## src/core/sdd_pkg.sv

```systemverilog
package sdd_pkg;

  // ****************************************************************
  // Register map (APB byte addresses)
  // ****************************************************************
  localparam logic [7:0] SDD_MODE_OFS   = 8'h00;
  localparam logic [7:0] SDD_DECIM_OFS  = 8'h04;
  localparam logic [7:0] SDD_CTRL_OFS   = 8'h08;
  localparam logic [7:0] SDD_STATUS_OFS = 8'h0c;
  localparam logic [7:0] SDD_RESULT_OFS = 8'h10;
  localparam logic [7:0] SDD_OFFCO_OFS  = 8'h14;
  localparam logic [7:0] SDD_GAINCO_OFS = 8'h18;

  // ****************************************************************
  // Field positions
  // ****************************************************************
  localparam int SDD_MODE_CHOPN_BIT  = 4;
  localparam int SDD_MODE_NOTCH_BIT  = 6;
  localparam int SDD_CTRL_XREF_BIT   = 0;
  localparam int SDD_CTRL_BUF_LSB    = 1;
  localparam int SDD_CTRL_BURN_BIT   = 3;
  localparam int SDD_ST_RDY_BIT      = 7;
  localparam int SDD_ST_CAL_BIT      = 5;
  localparam int SDD_ST_NOREF_BIT    = 4;
  localparam int SDD_ST_ERR_BIT      = 3;

  // ****************************************************************
  // Reset values and limits
  // ****************************************************************
  localparam logic [7:0] SDD_MODE_RST   = 8'h00;
  localparam logic [7:0] SDD_DECIM_RST  = 8'h45;
  localparam logic [7:0] SDD_CTRL_RST   = 8'h00;
  localparam logic [7:0] SDD_DECIM_MIN_NOCHOP = 8'h03;
  localparam logic [7:0] SDD_DECIM_MIN_CHOP   = 8'h0d;
  localparam logic [7:0] SDD_NOTCH_MIN        = 8'h44;
  localparam int         SDD_DECIM_MULT       = 8;
  localparam int         SDD_RES_W            = 24;

  // ****************************************************************
  // Modes and rates
  // ****************************************************************
  typedef enum logic [2:0] {
    SDD_M_IDLE   = 3'h0,
    SDD_M_SINGLE = 3'h2,
    SDD_M_CONT   = 3'h3,
    SDD_M_OFFCAL = 3'h4,
    SDD_M_GAINCAL= 3'h5
  } sdd_mode_t;

  localparam real SDD_CLK_HZ  = 100.0e6;
  localparam real SDD_MOD_HZ  = 32.768e3;
  localparam int  SDD_MOD_DIV = int'(SDD_CLK_HZ / SDD_MOD_HZ);

  typedef struct packed {
    logic                 valid;
    logic [SDD_RES_W-1:0] data;
  } sdd_word_t;

endpackage : sdd_pkg

```

## src/core/sdd_rate_div.sv

```systemverilog
`timescale 1ns/1ps
`default_nettype none
module sdd_rate_div
  import sdd_pkg::*;
#(
  parameter int DIV = SDD_MOD_DIV
)(
  input  wire logic clk_sys,
  input  wire logic reset_n,
  output var  logic tick
);
  logic [15:0] cnt_q;

  always_ff @(posedge clk_sys)
  begin
    if (!reset_n || cnt_q == 16'(DIV - 1))
      cnt_q <= 16'h0000;
    else
      cnt_q <= cnt_q + 16'h0001;
  end

  assign tick = reset_n && (cnt_q == 16'(DIV - 1));
endmodule : sdd_rate_div
`default_nettype wire

```

## src/core/sdd_sinc3.sv

```systemverilog
`timescale 1ns/1ps
`default_nettype none
module sdd_sinc3
  import sdd_pkg::*;
#(
  parameter int AW = 32
)(
  input  wire logic            clk_sys,
  input  wire logic            reset_n,
  input  wire logic            clear,
  input  wire logic            tick,
  input  wire logic            bitIn,
  input  wire logic [10:0]     ratio,
  output var  sdd_word_t       wordOut
);
  // ****************************************************************
  // Three integrators at modulator rate, three combs at output rate
  // ****************************************************************
  logic [AW-1:0] i1_q, i2_q, i3_q, c1_q, c2_q, c3_q;
  logic [10:0]   phase_q;
  logic [AW-1:0] d1, d2, d3;
  wire  [AW-1:0] sample = bitIn ? AW'(1) : AW'(0);
  wire           dump   = tick && (phase_q >= ratio - 11'd1);

  assign d1 = i3_q - c1_q;
  assign d2 = d1 - c2_q;
  assign d3 = d2 - c3_q;

  always_ff @(posedge clk_sys)
  begin
    if (!reset_n || clear)
    begin
      {i1_q, i2_q, i3_q, c1_q, c2_q, c3_q} <= '0;
      phase_q <= 11'h000;
      wordOut <= '0;
    end
    else
    begin
      wordOut.valid <= 1'b0;
      if (tick)
      begin
        i1_q    <= i1_q + sample;
        i2_q    <= i2_q + i1_q;
        i3_q    <= i3_q + i2_q;
        phase_q <= dump ? 11'h000 : phase_q + 11'h001;
      end
      if (dump)
      begin
        c1_q    <= i3_q;
        c2_q    <= d1;
        c3_q    <= d2;
        wordOut <= '{valid: 1'b1, data: d3[SDD_RES_W-1:0]};
      end
    end
  end
endmodule : sdd_sinc3
`default_nettype wire

```

## src/core/sdd_decimator_top.sv

```systemverilog
// Contract
// RULE_01: Chop on when disable bit zero, default
// RULE_02: Chop reverses inputs, averages successive outputs
// RULE_03: Decimator fed by single modulator bit
// RULE_04: Decimation ratio is word times eight
// RULE_05: Rate follows 32.768 kHz modulator clock
// RULE_06: Chop polarity toggles each output word
// RULE_07: Without chop word ranges 3 to 255
// RULE_08: With chop words below 13 become 13
// RULE_09: Missing reference flags, clamps, blocks calibration
// RULE_10: Reference loss in calibration sets error
// RULE_11: Detection uses primary reference pair only
// RULE_12: Reference select bit picks internal or external
// RULE_13: Burnout current only with buffering enabled
// RULE_14: Software checks error bits after calibration
// RULE_15: Missing reference forces result all ones
// RULE_16: Error on clamped result, cleared by mode write
// RULE_17: Line notch only for words 68 and up
// RULE_18: Mode write clears decimator and chop stage; the code clears the chop stage only when the mode written is not idle
`timescale 1ns/1ps
`default_nettype none
module sdd_decimator_top
  import sdd_pkg::*;
#(
  // Clocks per modulator sample; another system clock needs another count
  parameter int MOD_DIV = SDD_MOD_DIV
)(
  input  wire logic        clk_sys,
  input  wire logic        reset_n,
  input  wire logic        psel,
  input  wire logic        penable,
  input  wire logic        pwrite,
  input  wire logic [7:0]  paddr,
  input  wire logic [31:0] pwdata,
  output var  logic [31:0] prdata,
  output var  logic        pready,
  output var  logic        pslverr,
  input  wire logic        modBit,
  input  wire logic        extRefLow,
  input  wire logic        secondRefLow,
  output var  logic        chopSwap,
  output var  logic        extRefSelect,
  output var  logic [1:0]  inputBufferCtrl,
  output var  logic        burnoutEnable,
  output var  logic        lineNotchActive,
  output var  logic        modClkTick
);
  // ****************************************************************
  // Pin synchronisers
  // ****************************************************************
  logic modBitS1_q, modBitS2_q, refLowS1_q, refLowS2_q;

  always_ff @(posedge clk_sys)
  begin
    modBitS1_q <= modBit;
    modBitS2_q <= modBitS1_q;
    refLowS1_q <= extRefLow;
    refLowS2_q <= refLowS1_q;
  end

  // ****************************************************************
  // APB slave
  // ****************************************************************
  logic [7:0]           modeReg_q, decimWord_q, ctrlReg_q;
  logic                 rdy_q, cal_q, err_q;
  logic [SDD_RES_W-1:0] result_q, offCoef_q, gainCoef_q;

  wire apbWrite  = psel && penable && pwrite;
  wire apbRead   = psel && penable && !pwrite;
  wire wrMode    = apbWrite && paddr == SDD_MODE_OFS;
  wire wrDecim   = apbWrite && paddr == SDD_DECIM_OFS;
  wire wrCtrl    = apbWrite && paddr == SDD_CTRL_OFS;
  wire wrStatus  = apbWrite && paddr == SDD_STATUS_OFS;
  wire wrOffCo   = apbWrite && paddr == SDD_OFFCO_OFS;
  wire wrGainCo  = apbWrite && paddr == SDD_GAINCO_OFS;
  wire addrKnown = paddr == SDD_MODE_OFS || paddr == SDD_DECIM_OFS ||
                   paddr == SDD_CTRL_OFS || paddr == SDD_STATUS_OFS ||
                   paddr == SDD_RESULT_OFS || paddr == SDD_OFFCO_OFS ||
                   paddr == SDD_GAINCO_OFS;

  assign pready  = 1'b1;
  assign pslverr = psel && penable && !addrKnown;

  // ****************************************************************
  // Mode decode and effective decimation word
  // ****************************************************************
  wire [2:0]  modeField = modeReg_q[2:0];
  wire        chopOn    = !modeReg_q[SDD_MODE_CHOPN_BIT]; // RULE_01
  wire        running   = modeField != 3'(SDD_M_IDLE);
  wire        calMode   = modeField == 3'(SDD_M_OFFCAL) ||
                          modeField == 3'(SDD_M_GAINCAL);
  wire        startCmd  = wrMode && pwdata[2:0] != 3'(SDD_M_IDLE);
  wire [7:0]  minWord   = chopOn ? SDD_DECIM_MIN_CHOP        // RULE_08
                                 : SDD_DECIM_MIN_NOCHOP;     // RULE_07
  wire [7:0]  effWord   = decimWord_q < minWord ? minWord : decimWord_q;
  wire [10:0] ratio     = {effWord, 3'b000};                  // RULE_04
  wire        refMissing = refLowS2_q && running;             // RULE_09 RULE_11

  assign lineNotchActive = modeReg_q[SDD_MODE_NOTCH_BIT] &&
                           effWord >= SDD_NOTCH_MIN;          // RULE_17
  assign extRefSelect    = ctrlReg_q[SDD_CTRL_XREF_BIT];      // RULE_12
  assign inputBufferCtrl = ctrlReg_q[SDD_CTRL_BUF_LSB +: 2];
  assign burnoutEnable   = ctrlReg_q[SDD_CTRL_BURN_BIT] &&
                           inputBufferCtrl != 2'b00;          // RULE_13

  // ****************************************************************
  // Modulator clock and sinc filter
  // ****************************************************************
  sdd_word_t filtWord;

  sdd_rate_div #(
    .DIV (MOD_DIV)
  ) u_div (
    .clk_sys (clk_sys),
    .reset_n (reset_n),
    .tick    (modClkTick)                                     // RULE_05
  );

  sdd_sinc3 #(
    .AW (36)
  ) u_sinc (
    .clk_sys (clk_sys),
    .reset_n (reset_n),
    .clear   (startCmd || !running),                          // RULE_18
    .tick    (modClkTick && running),
    .bitIn   (modBitS2_q ^ (chopSwap && chopOn)),             // RULE_03 RULE_02
    .ratio   (ratio),
    .wordOut (filtWord)
  );

  // ****************************************************************
  // Chop averaging; with chop on the first word after a start has no partner, so
  // it only primes the stage and no result is produced from it
  // ****************************************************************
  logic [SDD_RES_W-1:0] prevWord_q;
  logic                 prevValid_q;
  logic                 chopSwap_q;
  logic [SDD_RES_W:0]   pairSum;
  logic [SDD_RES_W-1:0] newWord;
  logic                 newValid;

  assign chopSwap = chopSwap_q;
  assign pairSum  = {1'b0, filtWord.data} + {1'b0, prevWord_q};
  assign newWord  = chopOn ? pairSum[SDD_RES_W:1] : filtWord.data; // RULE_02
  assign newValid = filtWord.valid && (!chopOn || prevValid_q);

  always_ff @(posedge clk_sys)
  begin
    if (!reset_n || startCmd)
    begin
      prevWord_q  <= '0;                                      // RULE_18
      prevValid_q <= 1'b0;
      chopSwap_q  <= 1'b0;
    end
    else if (filtWord.valid)
    begin
      prevWord_q  <= filtWord.data;
      prevValid_q <= 1'b1;
      chopSwap_q  <= chopOn ? !chopSwap_q : 1'b0;             // RULE_06
    end
  end

  // ****************************************************************
  // Result, clamp and calibration
  // ****************************************************************
  wire [SDD_RES_W-1:0] allOnes  = '1;
  wire [SDD_RES_W-1:0] outWord  = refMissing ? allOnes : newWord; // RULE_15
  wire                 clamped  = refMissing || &newWord || ~|newWord;
  wire                 store    = newValid && !rdy_q;
  wire                 calDone  = store && calMode;
  logic                calRefBad_q;

  always_ff @(posedge clk_sys)
  begin
    if (!reset_n)
    begin
      modeReg_q   <= SDD_MODE_RST;
      decimWord_q <= SDD_DECIM_RST;
      ctrlReg_q   <= SDD_CTRL_RST;
      rdy_q       <= 1'b0;
      cal_q       <= 1'b0;
      err_q       <= 1'b0;
      calRefBad_q <= 1'b0;
      result_q    <= '0;
      offCoef_q   <= '0;
      gainCoef_q  <= '0;
    end
    else
    begin
      if (wrDecim)
        decimWord_q <= pwdata[7:0];
      if (wrCtrl)
        ctrlReg_q <= pwdata[7:0];
      if (wrOffCo)
        offCoef_q <= pwdata[SDD_RES_W-1:0];
      if (wrGainCo)
        gainCoef_q <= pwdata[SDD_RES_W-1:0];
      if (wrStatus && !pwdata[SDD_ST_RDY_BIT])
        rdy_q <= 1'b0;
      if (wrMode)
      begin
        modeReg_q   <= pwdata[7:0];
        rdy_q       <= 1'b0;
        cal_q       <= 1'b0;
        err_q       <= 1'b0;                                  // RULE_16
        calRefBad_q <= 1'b0;
      end
      else
      begin
        if (calMode && refMissing)
          calRefBad_q <= 1'b1;                                // RULE_10
        if (store)
        begin
          rdy_q <= 1'b1;
          if (calMode)
          begin
            cal_q <= 1'b1;
            modeReg_q[2:0] <= 3'(SDD_M_IDLE);
            if (calRefBad_q || refMissing)
              err_q <= 1'b1;                                  // RULE_10 RULE_09
            else if (modeField == 3'(SDD_M_OFFCAL))
              offCoef_q <= newWord;
            else
              gainCoef_q <= newWord;
          end
          else
          begin
            result_q <= outWord;
            if (clamped)
              err_q <= 1'b1;                                  // RULE_16
            if (modeField == 3'(SDD_M_SINGLE))
              modeReg_q[2:0] <= 3'(SDD_M_IDLE);
          end
        end
      end
    end
  end

  // ****************************************************************
  // Read mux
  // ****************************************************************
  wire [7:0] statusByte = {rdy_q, 1'b0, cal_q, refMissing, err_q, 3'b000};

  always_ff @(posedge clk_sys)
  begin
    if (!reset_n)
      prdata <= 32'h00000000;
    else if (psel && !penable && !pwrite)
    begin
      unique case (paddr)
        SDD_MODE_OFS:   prdata <= {24'h000000, modeReg_q};
        SDD_DECIM_OFS:  prdata <= {24'h000000, decimWord_q};
        SDD_CTRL_OFS:   prdata <= {24'h000000, ctrlReg_q};
        SDD_STATUS_OFS: prdata <= {24'h000000, statusByte};
        SDD_RESULT_OFS: prdata <= {8'h00, result_q};
        SDD_OFFCO_OFS:  prdata <= {8'h00, offCoef_q};
        SDD_GAINCO_OFS: prdata <= {8'h00, gainCoef_q};
        default:        prdata <= 32'h00000000;
      endcase
    end
  end

  wire unusedSecondRef = secondRefLow || apbRead;
endmodule : sdd_decimator_top
`default_nettype wire

```

## config.mk

```make
export PLATFORM = sky130hd
export DESIGN_NAME = sdd_decimator_top
export DESIGN_NICKNAME = d
export VERILOG_FILES = /design/src/core/sdd_pkg.sv /design/src/core/sdd_rate_div.sv /design/src/core/sdd_sinc3.sv /design/src/core/sdd_decimator_top.sv
export SDC_FILE = /design/constraint.sdc
export NUM_CORES = 1
export LEC_CHECK = 0
export ABC_AREA = 0
export BUFFER_PORTS_ARGS = -buffer_cell sky130_fd_sc_hd__buf_2
export CAP_MARGIN = 10
export CORE_MARGIN = 8
export CORE_UTILIZATION = 60
export CTS_CLUSTER_SIZE = 20
export DETAILED_ROUTE_END_ITERATION = 10
export MAX_ROUTING_LAYER = met4
export PLACE_DENSITY = 0.88
export SYNTH_ARGS = -nofsm -noshare
export SYNTH_HDL_FRONTEND = slang
export SYNTH_HIERARCHICAL = 1
export SYNTH_SLANG_ARGS = --single-unit
```

## constraint.sdc

```tcl
create_clock -name clk_sys -period 9.3 [get_ports clk_sys]
set_input_delay 1.86 -clock clk_sys [delete_from_list [all_inputs] [get_ports clk_sys]]
set_output_delay 1.86 -clock clk_sys [all_outputs]
set_load 0.03 [all_outputs]
```

==> metrics.cfg, run 1 <==
[run_status]
status = finished clean

[routing]
vias = 19420
drt_wl_total_mm = 52.62
routed.top_layer = met4
wire_per_inst_um = 16.42
met1Wirelength_mm = 21.82
drtAntennaViolNets = 0
met3WireLength_mm = 2.815
drt_drc_violations_left = 0
wl_met2_mm = 26.03
drt_iter0_markers = 1346
vias_per_cell = 6.059
drtPass1Iterations = 6

[sta]
hold_violations = 0
max-slew-margin-rel = 0.3150
period_needed_ns = 6.364
setup_violations = 0
finClkSkew_ns = 0.01811
tns_ns = 0
rsz0062_at_grt = false
worst_pin_slew_ns = 1.026
finalCritPeriodShare = 0.6843
slew_viol_final = 0
fmax_mhz = 157.1

[power_and_ir_drop]
p_sw_mw = 0.6723
seq_power_share = 0.486
leakage_nw = 9.769
intPower_mw = 2.435
clock_power_share = 0.488
pwr-share-comb = 0.026
p_per_area_mw_per_mm2 = 130.3
ir_drop_mv = 0.1259
sw_frac_of_total = 0.2164

[critical_path]
crit_type = reg -> reg
cp_max_fo = 7
crit_family = compound AO/OA/AOI/OAI gates
r2r_slack_ns = 2.94
worst-path-stages = 27
startpoint = u_sinc/i3_q[1]
endpoint_kind = flip-flop
slowest_delay_ns = 0.66
crit_path_end = u_sinc/wordOut[23]
cp_slowest_cell = or4b_2
critPathLaunchType = flip-flop
reg2reg_depth = 27
r2r-start = u_sinc/i3_q[1]
cp_data_required_time_ns = 9.73
r2r_end = u_sinc/wordOut[23]
arrival_ns = 6.79
critPathBufInv = 0

[clocking]
cts-htree-levels = 2
cts_buffer_depth = 3
cts_hold_buf = 0
cts_resized = 0
cts_tree = yes
path_clk_slew_ns = 0.06
cts-buffers-inserted = 38
cts.sinks = 350
clk_latency_ns = 0.54
cts-root-buf = clkbuf_16
post_cts.repair.setup_buffers = 0

[finish]
finish.instance_area_mm2 = 0.02385
seq_area_mm2 = 0.007007
fin_nets = 2924
fill_cells = 2835
multiInputGateArea_mm2 = 0.01403
layout_common_cells = nand2_1, dfxtp_1, nor2_1, a21oi_1, ha_1
mostFrequentLayoutCell = nand2_1
n_antenna_cell = 0
layout-drive-gt1-share = 0.08951
synthToLayoutAreaGrowth_pct = 8.210

[grt]
grt_max_degree = 99
grt-ovfl-total = 0
track_usage = 0.2382
grt_pass1_wl_mm = 87.58
grt_pass1_vias = 19040
antenna_found_initial = 0

[die]
dieWidth_um = 207.7
design.core.area_mm2 = 0.03643
die_h_um = 207.7
start_util = 0.6049
die_area_mm2 = 0.04312
num_io_pins = 89
placementRows = 70

[logic_synthesis]
synth_edf_count = 0
syn_area_per_cell_um2 = 8.141
syn-cell-area_mm2 = 0.02204
yosysUniqueCellTypes = 103
synthFlopType = dfxtp_1
synthArstFlopShare = 0
yosys_warnings = 6
synth_cells = 2707
synth-seq-cells = 350
yosysTopAreaCellShare = 0.3179
synth.area.top_cells = dfxtp_1, ha_1, nand2_1, a21oi_1, mux2i_1
yosysTopAreaCell = dfxtp_1
yosysSeqAreaShare = 0.3179

[placed_design]
gp_congestion = 0.9599
hpwlAfterDp_mm = 36.46
place_area_mm2 = 0.02258
port_buffers = 70

[run]
max_cap_violations = 0

[min_path]
hold_class = reg -> reg

## worst min-delay path by stage
stage | from | end | depth (start not counted)
after CTS | modBitS1_q | modBitS2_q | 0
after global routing | modBitS1_q | modBitS2_q | 0
final | modBitS1_q | modBitS2_q | 0
after global placement | refLowS1_q | refLowS2_q | 0
after floorplan | modBitS1_q | modBitS2_q | 0
after detailed placement | modBitS1_q | modBitS2_q | 0
## layout make-up
class / instances / share of cell area
well taps: 468 / 0.02455
flip-flops and latches: 350 / 0.2938
clock buffers: 54 / 0.04748
repair buffers: 89 / 0.02057
multi-input cells: 2107 / 0.5882
clock inverters: 10 / 0.005404
inverters: 127 / 0.01999
## per-stage QoR
stage	setup slack [ns]	total power, mW	instances	util	hold WS, ns
global placement	3.270	1.621	3140	0.6198	0.3126
global route	2.526	3.197	3205	0.6545	0.3478
finish	2.936	3.107	3205	0.6545	0.3384
detailed placement	3.051	1.623	3140	0.6198	0.3222
CTS	3.009	3.134	3204	0.6544	0.3403
floorplan	3.837	1.597	2724	-	0.3096
## cells in the mapped netlist, drive strengths merged (13+ instances only)
master and n:
nand2 396, dfxtp 350, nor2 245, a21oi 231, ha 157, inv 127, mux2i 104, o21ai 97
xnor2 87, clkbuf 85, nand3 59, xor2 57, buf 55, a21o 49, and3 47, nor3 37
o211a 36, nor2b 33, mux2 30, or3 28, a211oi 27, a21boi 27, o21a 26, nand4 25
nor3b 24, a221oi 23, nand2b 18, o211ai 16, nor4 15, o221a 15, a31oi 13, and2 13
o21bai 13
## sequential cells by signal (all words and copies together) (netlist names), 8 cells and up
signal,cells
u_sinc/i2_q,24
u_sinc/phase_q,11
decimWord_q,8
ctrlReg_q,8
offCoef_q,24
prevWord_q,24
gainCoef_q,24
result_q,24
modeReg_q,8
u_sinc/c2_q,24
u_sinc/c1_q,24
u_sinc/i1_q,24
u_div/cnt_q,16
u_sinc/i3_q,24
u_sinc/wordOut,25
prdata,24
u_sinc/c3_q,24
## cell families after synthesis
group,synth area share
multiplexers,0.06461
other,0.0003408
adder cells (fa/ha/maj),0.09458
XOR/XNOR,0.05723
AO/OA/AOI/OAI,0.2025
AND/OR/NAND/NOR,0.2129
flip-flops,0.3179
buffers and inverters,0.04996
## per-layer routing
metal / up-vias / GRT usage
met5: - / -
met4: 0 / 0.1035
met3: 157 / 0.03608
met2: 620 / 0.4273
li1: 9579 / -
met1: 9063 / 0.2598
## power by group through the flow
stage | registers [mW] | clock network (mW) | logic, mW
floorplan | 1.55 | 0 | 0.0443
finish | 1.51 | 1.52 | 0.0804
global route | 1.51 | 1.60 | 0.0861
global placement | 1.54 | 0 | 0.0768
CTS | 1.51 | 1.54 | 0.0792
detailed placement | 1.54 | 0 | 0.0789
No activity file was read; power rests on OpenSTA's default activity.
==> run 2, diff against run 1 <==
clock period = 6.65 ns   (was 9.3 ns; I/O delays follow)
==> run 2 against run 1 <==
The run now ends with design-rule violations left. Clock power is 38% higher. Wire length increased by 0.95%. First-iteration DRC count is 15% higher. Sequential share of layout area about the same. Total power grew 39%. Critical path depth unchanged. Sequential power is 40% higher. Via count is 0.89% higher. Setup slack got worse by 2.5 ns.
==> metrics.cfg, run 2 (synthesis gave the netlist of run 1 again) <==
[run_status]
status = finished, violations left
violations = design-rule violations

[critical_path]
arrival_ns = 6.64
critPathBufInv = 0
reg2reg_depth = 27
slowest_delay_ns = 0.66
worst-path-stages = 27
crit_top_cell = ha_1
cp_data_required_time_ns = 7.09
r2r_slack_ns = 0.44
r2r_end = u_sinc/wordOut[23]
cp_slowest_cell = or4b_2
endpoint_kind = flip-flop
crit_family = compound AO/OA/AOI/OAI gates
critPathLaunchType = flip-flop
r2r-start = u_sinc/i3_q[1]
crit_type = reg -> reg
cp_max_fo = 7

[clocking]
path_clk_slew_ns = 0.06
cts-buffers-inserted = 38
cts_resized = 0
clk_latency_ns = 0.56
post_cts.repair.setup_buffers = 0
cts_tree = yes
cts_hold_buf = 0
cts_buffer_depth = 3
cts-htree-levels = 2
cts-root-buf = clkbuf_16
cts.sinks = 350

[grt]
grt_max_degree = 95
grt_pass1_wl_mm = 89.19
grt_pass1_vias = 19100
antenna_found_initial = 0
track_usage = 0.2433
grt-ovfl-total = 0

[sta]
setup_violations = 0
tns_ns = 0
max-slew-margin-rel = 0.3156
worst_pin_slew_ns = 1.024
period_needed_ns = 6.208
finClkSkew_ns = 0.02781
fmax_mhz = 161.1
rsz0062_at_grt = false
finalCritPeriodShare = 0.9335
hold_violations = 0
slew_viol_final = 0

[placed_design]
gp_congestion = 0.9699
hpwlAfterDp_mm = 37.21
port_buffers = 70

[power_and_ir_drop]
sw_frac_of_total = 0.2277
clock_power_share = 0.485
ir_drop_mv = 0.1992
total_power_mw = 4.327
p_per_area_mw_per_mm2 = 181.2
seq_power_share = 0.488
pwr-share-comb = 0.026
intPower_mw = 3.342
leakage_nw = 9.778
p_sw_mw = 0.9853

[routing]
vias = 19590
wire_per_inst_um = 16.53
drt_iter0_markers = 1547
drt_wl_total_mm = 53.12
drtPass1Iterations = 8
drtAntennaViolNets = 0
drt_drc_violations_left = 1
vias_per_cell = 6.096

[die]
placementRows = 70
design.core.area_mm2 = 0.03643
num_io_pins = 89
dieWidth_um = 207.7
start_util = 0.6049
die_area_mm2 = 0.04312
die_h_um = 207.7

[finish]
layout_common_cells = nand2_1, dfxtp_1, nor2_1, a21oi_1, ha_1
fin_nets = 2928
mostFrequentLayoutCell = nand2_1
utilization = 0.6554
regMostFlops = u_sinc/wordOut
n_antenna_cell = 0
layout-drive-gt1-share = 0.09359
largest_reg_flops = 25
synthToLayoutAreaGrowth_pct = 8.346

[min_path]
hold_class = reg -> reg
hold_end = refLowS2_q
min-delay-start = refLowS1_q
hold_depth = 0

[run]
max_cap_violations = 0

==> run 2: cell count changes in the layout (fill, tap and decap cells not counted), sizes merged <==
cell	change
buf	+4
clkbuf	-7
clkinvlp	+4
clkinv	+4
inv	+4
==> run 2: layer usage <==
layer,global-route usage,up-vias,routed length (µm)
met3,0.03623,142,2997
met2,0.4380,613,26560
met1,0.2723,9227,22020
met4,0.08468,0,1542
met5,-,-,0
li1,-,9610,-
==> run 2: how the worst max path moves through the flow <==
stage	to	slack [ns]	startpoint
after floorplan	u_sinc/wordOut[23]	1.19	u_sinc/i3_q[1]
after global placement	u_sinc/wordOut[23]	0.63	u_sinc/i3_q[1]
after detailed placement	u_sinc/wordOut[23]	0.33	u_sinc/i3_q[1]
after CTS	u_sinc/wordOut[23]	0.28	u_sinc/i3_q[1]
after global routing	u_sinc/wordOut[23]	0.07	u_sinc/i3_q[1]
final	u_sinc/wordOut[23]	0.44	u_sinc/i3_q[1]
==> run 2: worst reg2reg max path, cell delays in order, from the launching register on <==
cell and delay (ns):
dfxtp_1 0.48, ha_1 0.28, nor2b_1 0.14, o2111a_1 0.27, o31a_1 0.31, o21a_1 0.18
nor2_1 0.15, o21bai_1 0.08, a21oi_1 0.19, xnor2_1 0.12, ha_1 0.37, nand2_1 0.08
a211oi_2 0.27, o21ai_0 0.22, a21oi_2 0.26, a211oi_1 0.13, o21bai_1 0.17, xor2_1 0.21
ha_1 0.34, and4_1 0.25, nand2_1 0.10, nor3_1 0.05, a21oi_1 0.28, a41oi_1 0.26
or4b_2 0.66, nand3_1 0.12, or4_1 0.11, nand3_1 0.06
==> run 2: power by group through the flow <==
stage                     Sequential, mW  Combinational [mW]  Clock (mW)
after floorplan                     2.17              0.0619           0
after global placement              2.16               0.108           0
after detailed placement            2.16               0.111           0
after CTS                           2.11               0.112        2.13
after global routing                2.11               0.122        2.21
final                               2.11               0.114        2.10
==> run 2: stage by stage <==
stage / setup WS, ns / area [µm²] / instances / hold slack, ns
after global routing: 0.06770 / 23880 / 3214 / 0.3460
after global placement: 0.6289 / 22620 / 3144 / 0.3131
final: 0.4423 / 23880 / 3214 / 0.3328
after floorplan: 1.187 / 22100 / 2724 / 0.3096
after CTS: 0.2846 / 23860 / 3213 / 0.3351
after detailed placement: 0.3275 / 22620 / 3144 / 0.3206
==> run 2: area by class of cell <==
class | count | area [µm²]
clock buffer | 47 | 1035
clock inverter | 22 | 205.2
fill | 2858 | 12560
inverter | 127 | 476.7
multi-input combinational | 2107 | 14040
sequential | 350 | 7007
tap | 468 | 585.6
timing repair buffer | 93 | 533.0
==> run 3, diff against run 2 <==
CORE_UTILIZATION = 23   (was 60)
PLACE_DENSITY = 0.47   (was 0.88)
==> run 3 against run 2 <==
The flow now finishes without violations. Largest power group is now clock. Total power rose by 6.0%. Global-route usage fell by 14 points. Design area rose by 5.0%. Critical endpoint unchanged.
==> metrics.cfg, run 3 (synthesis gave the netlist of run 1 again) <==
[clocking]
cts-buffers-inserted = 41
cts_hold_buf = 0
clk_latency_ns = 0.58
path_clk_slew_ns = 0.06
cts-root-buf = clkbuf_16
cts-htree-levels = 2
cts.sinks = 350
cts_tree = yes
cts_buffer_depth = 3

[critical_path]
endpoint_kind = flip-flop
critPathLaunchType = flip-flop
slowest_delay_ns = 0.65
crit_type = reg -> reg
cp_max_fo = 4
arrival_ns = 6.55
cp_slowest_cell = or4b_2
cp_data_required_time_ns = 7.11

[die]
design.core.area_mm2 = 0.09501
start_util = 0.2320
dieWidth_um = 325.6
placementRows = 113
die_area_mm2 = 0.1060
die_h_um = 325.6
num_io_pins = 89

[finish]
fin_nets = 2934
stdcell_count = 4019
largest_reg_flops = 25
layout-drive-gt1-share = 0.09477
utilization = 0.2640
mostFrequentLayoutCell = nand2_1
n_antenna_cell = 0
layout_common_cells = nand2_1, dfxtp_1, nor2_1, a21oi_1, ha_1
synthToLayoutAreaGrowth_pct = 13.80
regMostFlops = u_sinc/wordOut

[sta]
fin_ws_ns = 0.5510
finalCritPeriodShare = 0.9171
slew_viol_final = 0
period_needed_ns = 6.099
hold_ws_ns = 0.3264
fmax_mhz = 164.0
rsz0062_at_grt = false
max-slew-margin-rel = 0.2749
finClkSkew_ns = 0.02821
worst_pin_slew_ns = 1.088
setup_violations = 0
tns_ns = 0
hold_violations = 0

[power_and_ir_drop]
leakage_nw = 9.885
ir_drop_mv = 0.1555
p_per_area_mw_per_mm2 = 182.8

[routing]
met1Wirelength_mm = 28.74
routed.top_layer = met4
met3WireLength_mm = 2.088
drt_wl_total_mm = 57.13
drtPass1Iterations = 5
wl_met2_mm = 25.02
drtAntennaViolNets = 0
drt_iter0_markers = 992
vias_per_cell = 4.539
vias = 18240
wire_per_inst_um = 14.21
drt_drc_violations_left = 0

[grt]
grt-ovfl-total = 0
grt_pass1_wl_mm = 93.47
grt_pass1_vias = 17410
track_usage = 0.1066
antenna_found_initial = 3
grt_max_degree = 95

[placed_design]
place_inst = 3944
place_ws_ns = 0.4461
gp_congestion = 0.8014
hpwlAfterDp_mm = 40.47
port_buffers = 70

[run]
max_cap_violations = 0

[run_status]
status = finished clean

[min_path]
hold_class = reg -> reg

-- run 3: cell count changes in the layout (fill, tap and decap cells not counted), moves of 2 or more --
cell,previous run,this run
buf_4,21,25
clkbuf_1,4,9
clkbuf_16,38,41
clkbuf_8,5,13
clkinv_2,9,4
clkinvlp_4,5,1
nor2_1,245,243
nor2_2,0,2
-- run 3: through the flow --
step | power (mW) | instance area, µm²
after CTS | 4.685 | 25070
after floorplan | 2.234 | 22100
after detailed placement | 2.276 | 23670
after global placement | 2.276 | 23670
final | 4.586 | 25080
after global routing | 4.773 | 25080
-- run 3: layer usage --
layer	up-vias	global-route usage
met5	-	-
met1	8273	0.1410
met4	0	0.02780
li1	9613	-
met3	86	0.01684
met2	270	0.1692
-- run 3: area by class of cell --
cell class,instances,area [µm²]
Fill cell,10400,69930
Multi-Input combinational cell,2107,14050
Sequential cell,350,7007
Tap cell,1265,1583
Clock buffer,63,1239
Timing Repair Buffer,96,573.1
Inverter,127,476.7
Clock inverter,11,155.1
-- run 3: final timing paths --
kind	startpoint	endpoint	slack [ns]	cells past startpoint
setup / recovery	u_sinc/i3_q[0]	u_sinc/wordOut[23]	0.55	29
hold / removal	modBitS1_q	modBitS2_q	0.33	0
setup reg to reg	u_sinc/i3_q[0]	u_sinc/wordOut[23]	0.55	29
hold reg to reg	modBitS1_q	modBitS2_q	0.33	0
-- run 3: report_power, final --
group          leakage, nW  internal (mW)  switching (mW)  total, mW
combinational         6.38         0.0360          0.0792      0.115
clock                0.686           1.40           0.954       2.36
sequential            2.82           2.11         0.00644       2.11
-- run 3: timing repair --
action                                  4_1_cts  5_1_grt
buffers inserted                              0        1
gates resized for setup                       0        2
endpoints found under the setup margin        0        1
-- run 3: worst max-delay path, delay by kind of cell (launching register included) --
family,cells,cell delay (ns)
AND/OR/NAND/NOR,12,2.05
AO/OA/AOI/OAI,9,1.96
adder cells (fa/ha/maj),4,1.18
XOR/XNOR,2,0.35
flip-flops,1,0.33
buffers and inverters,2,0.12
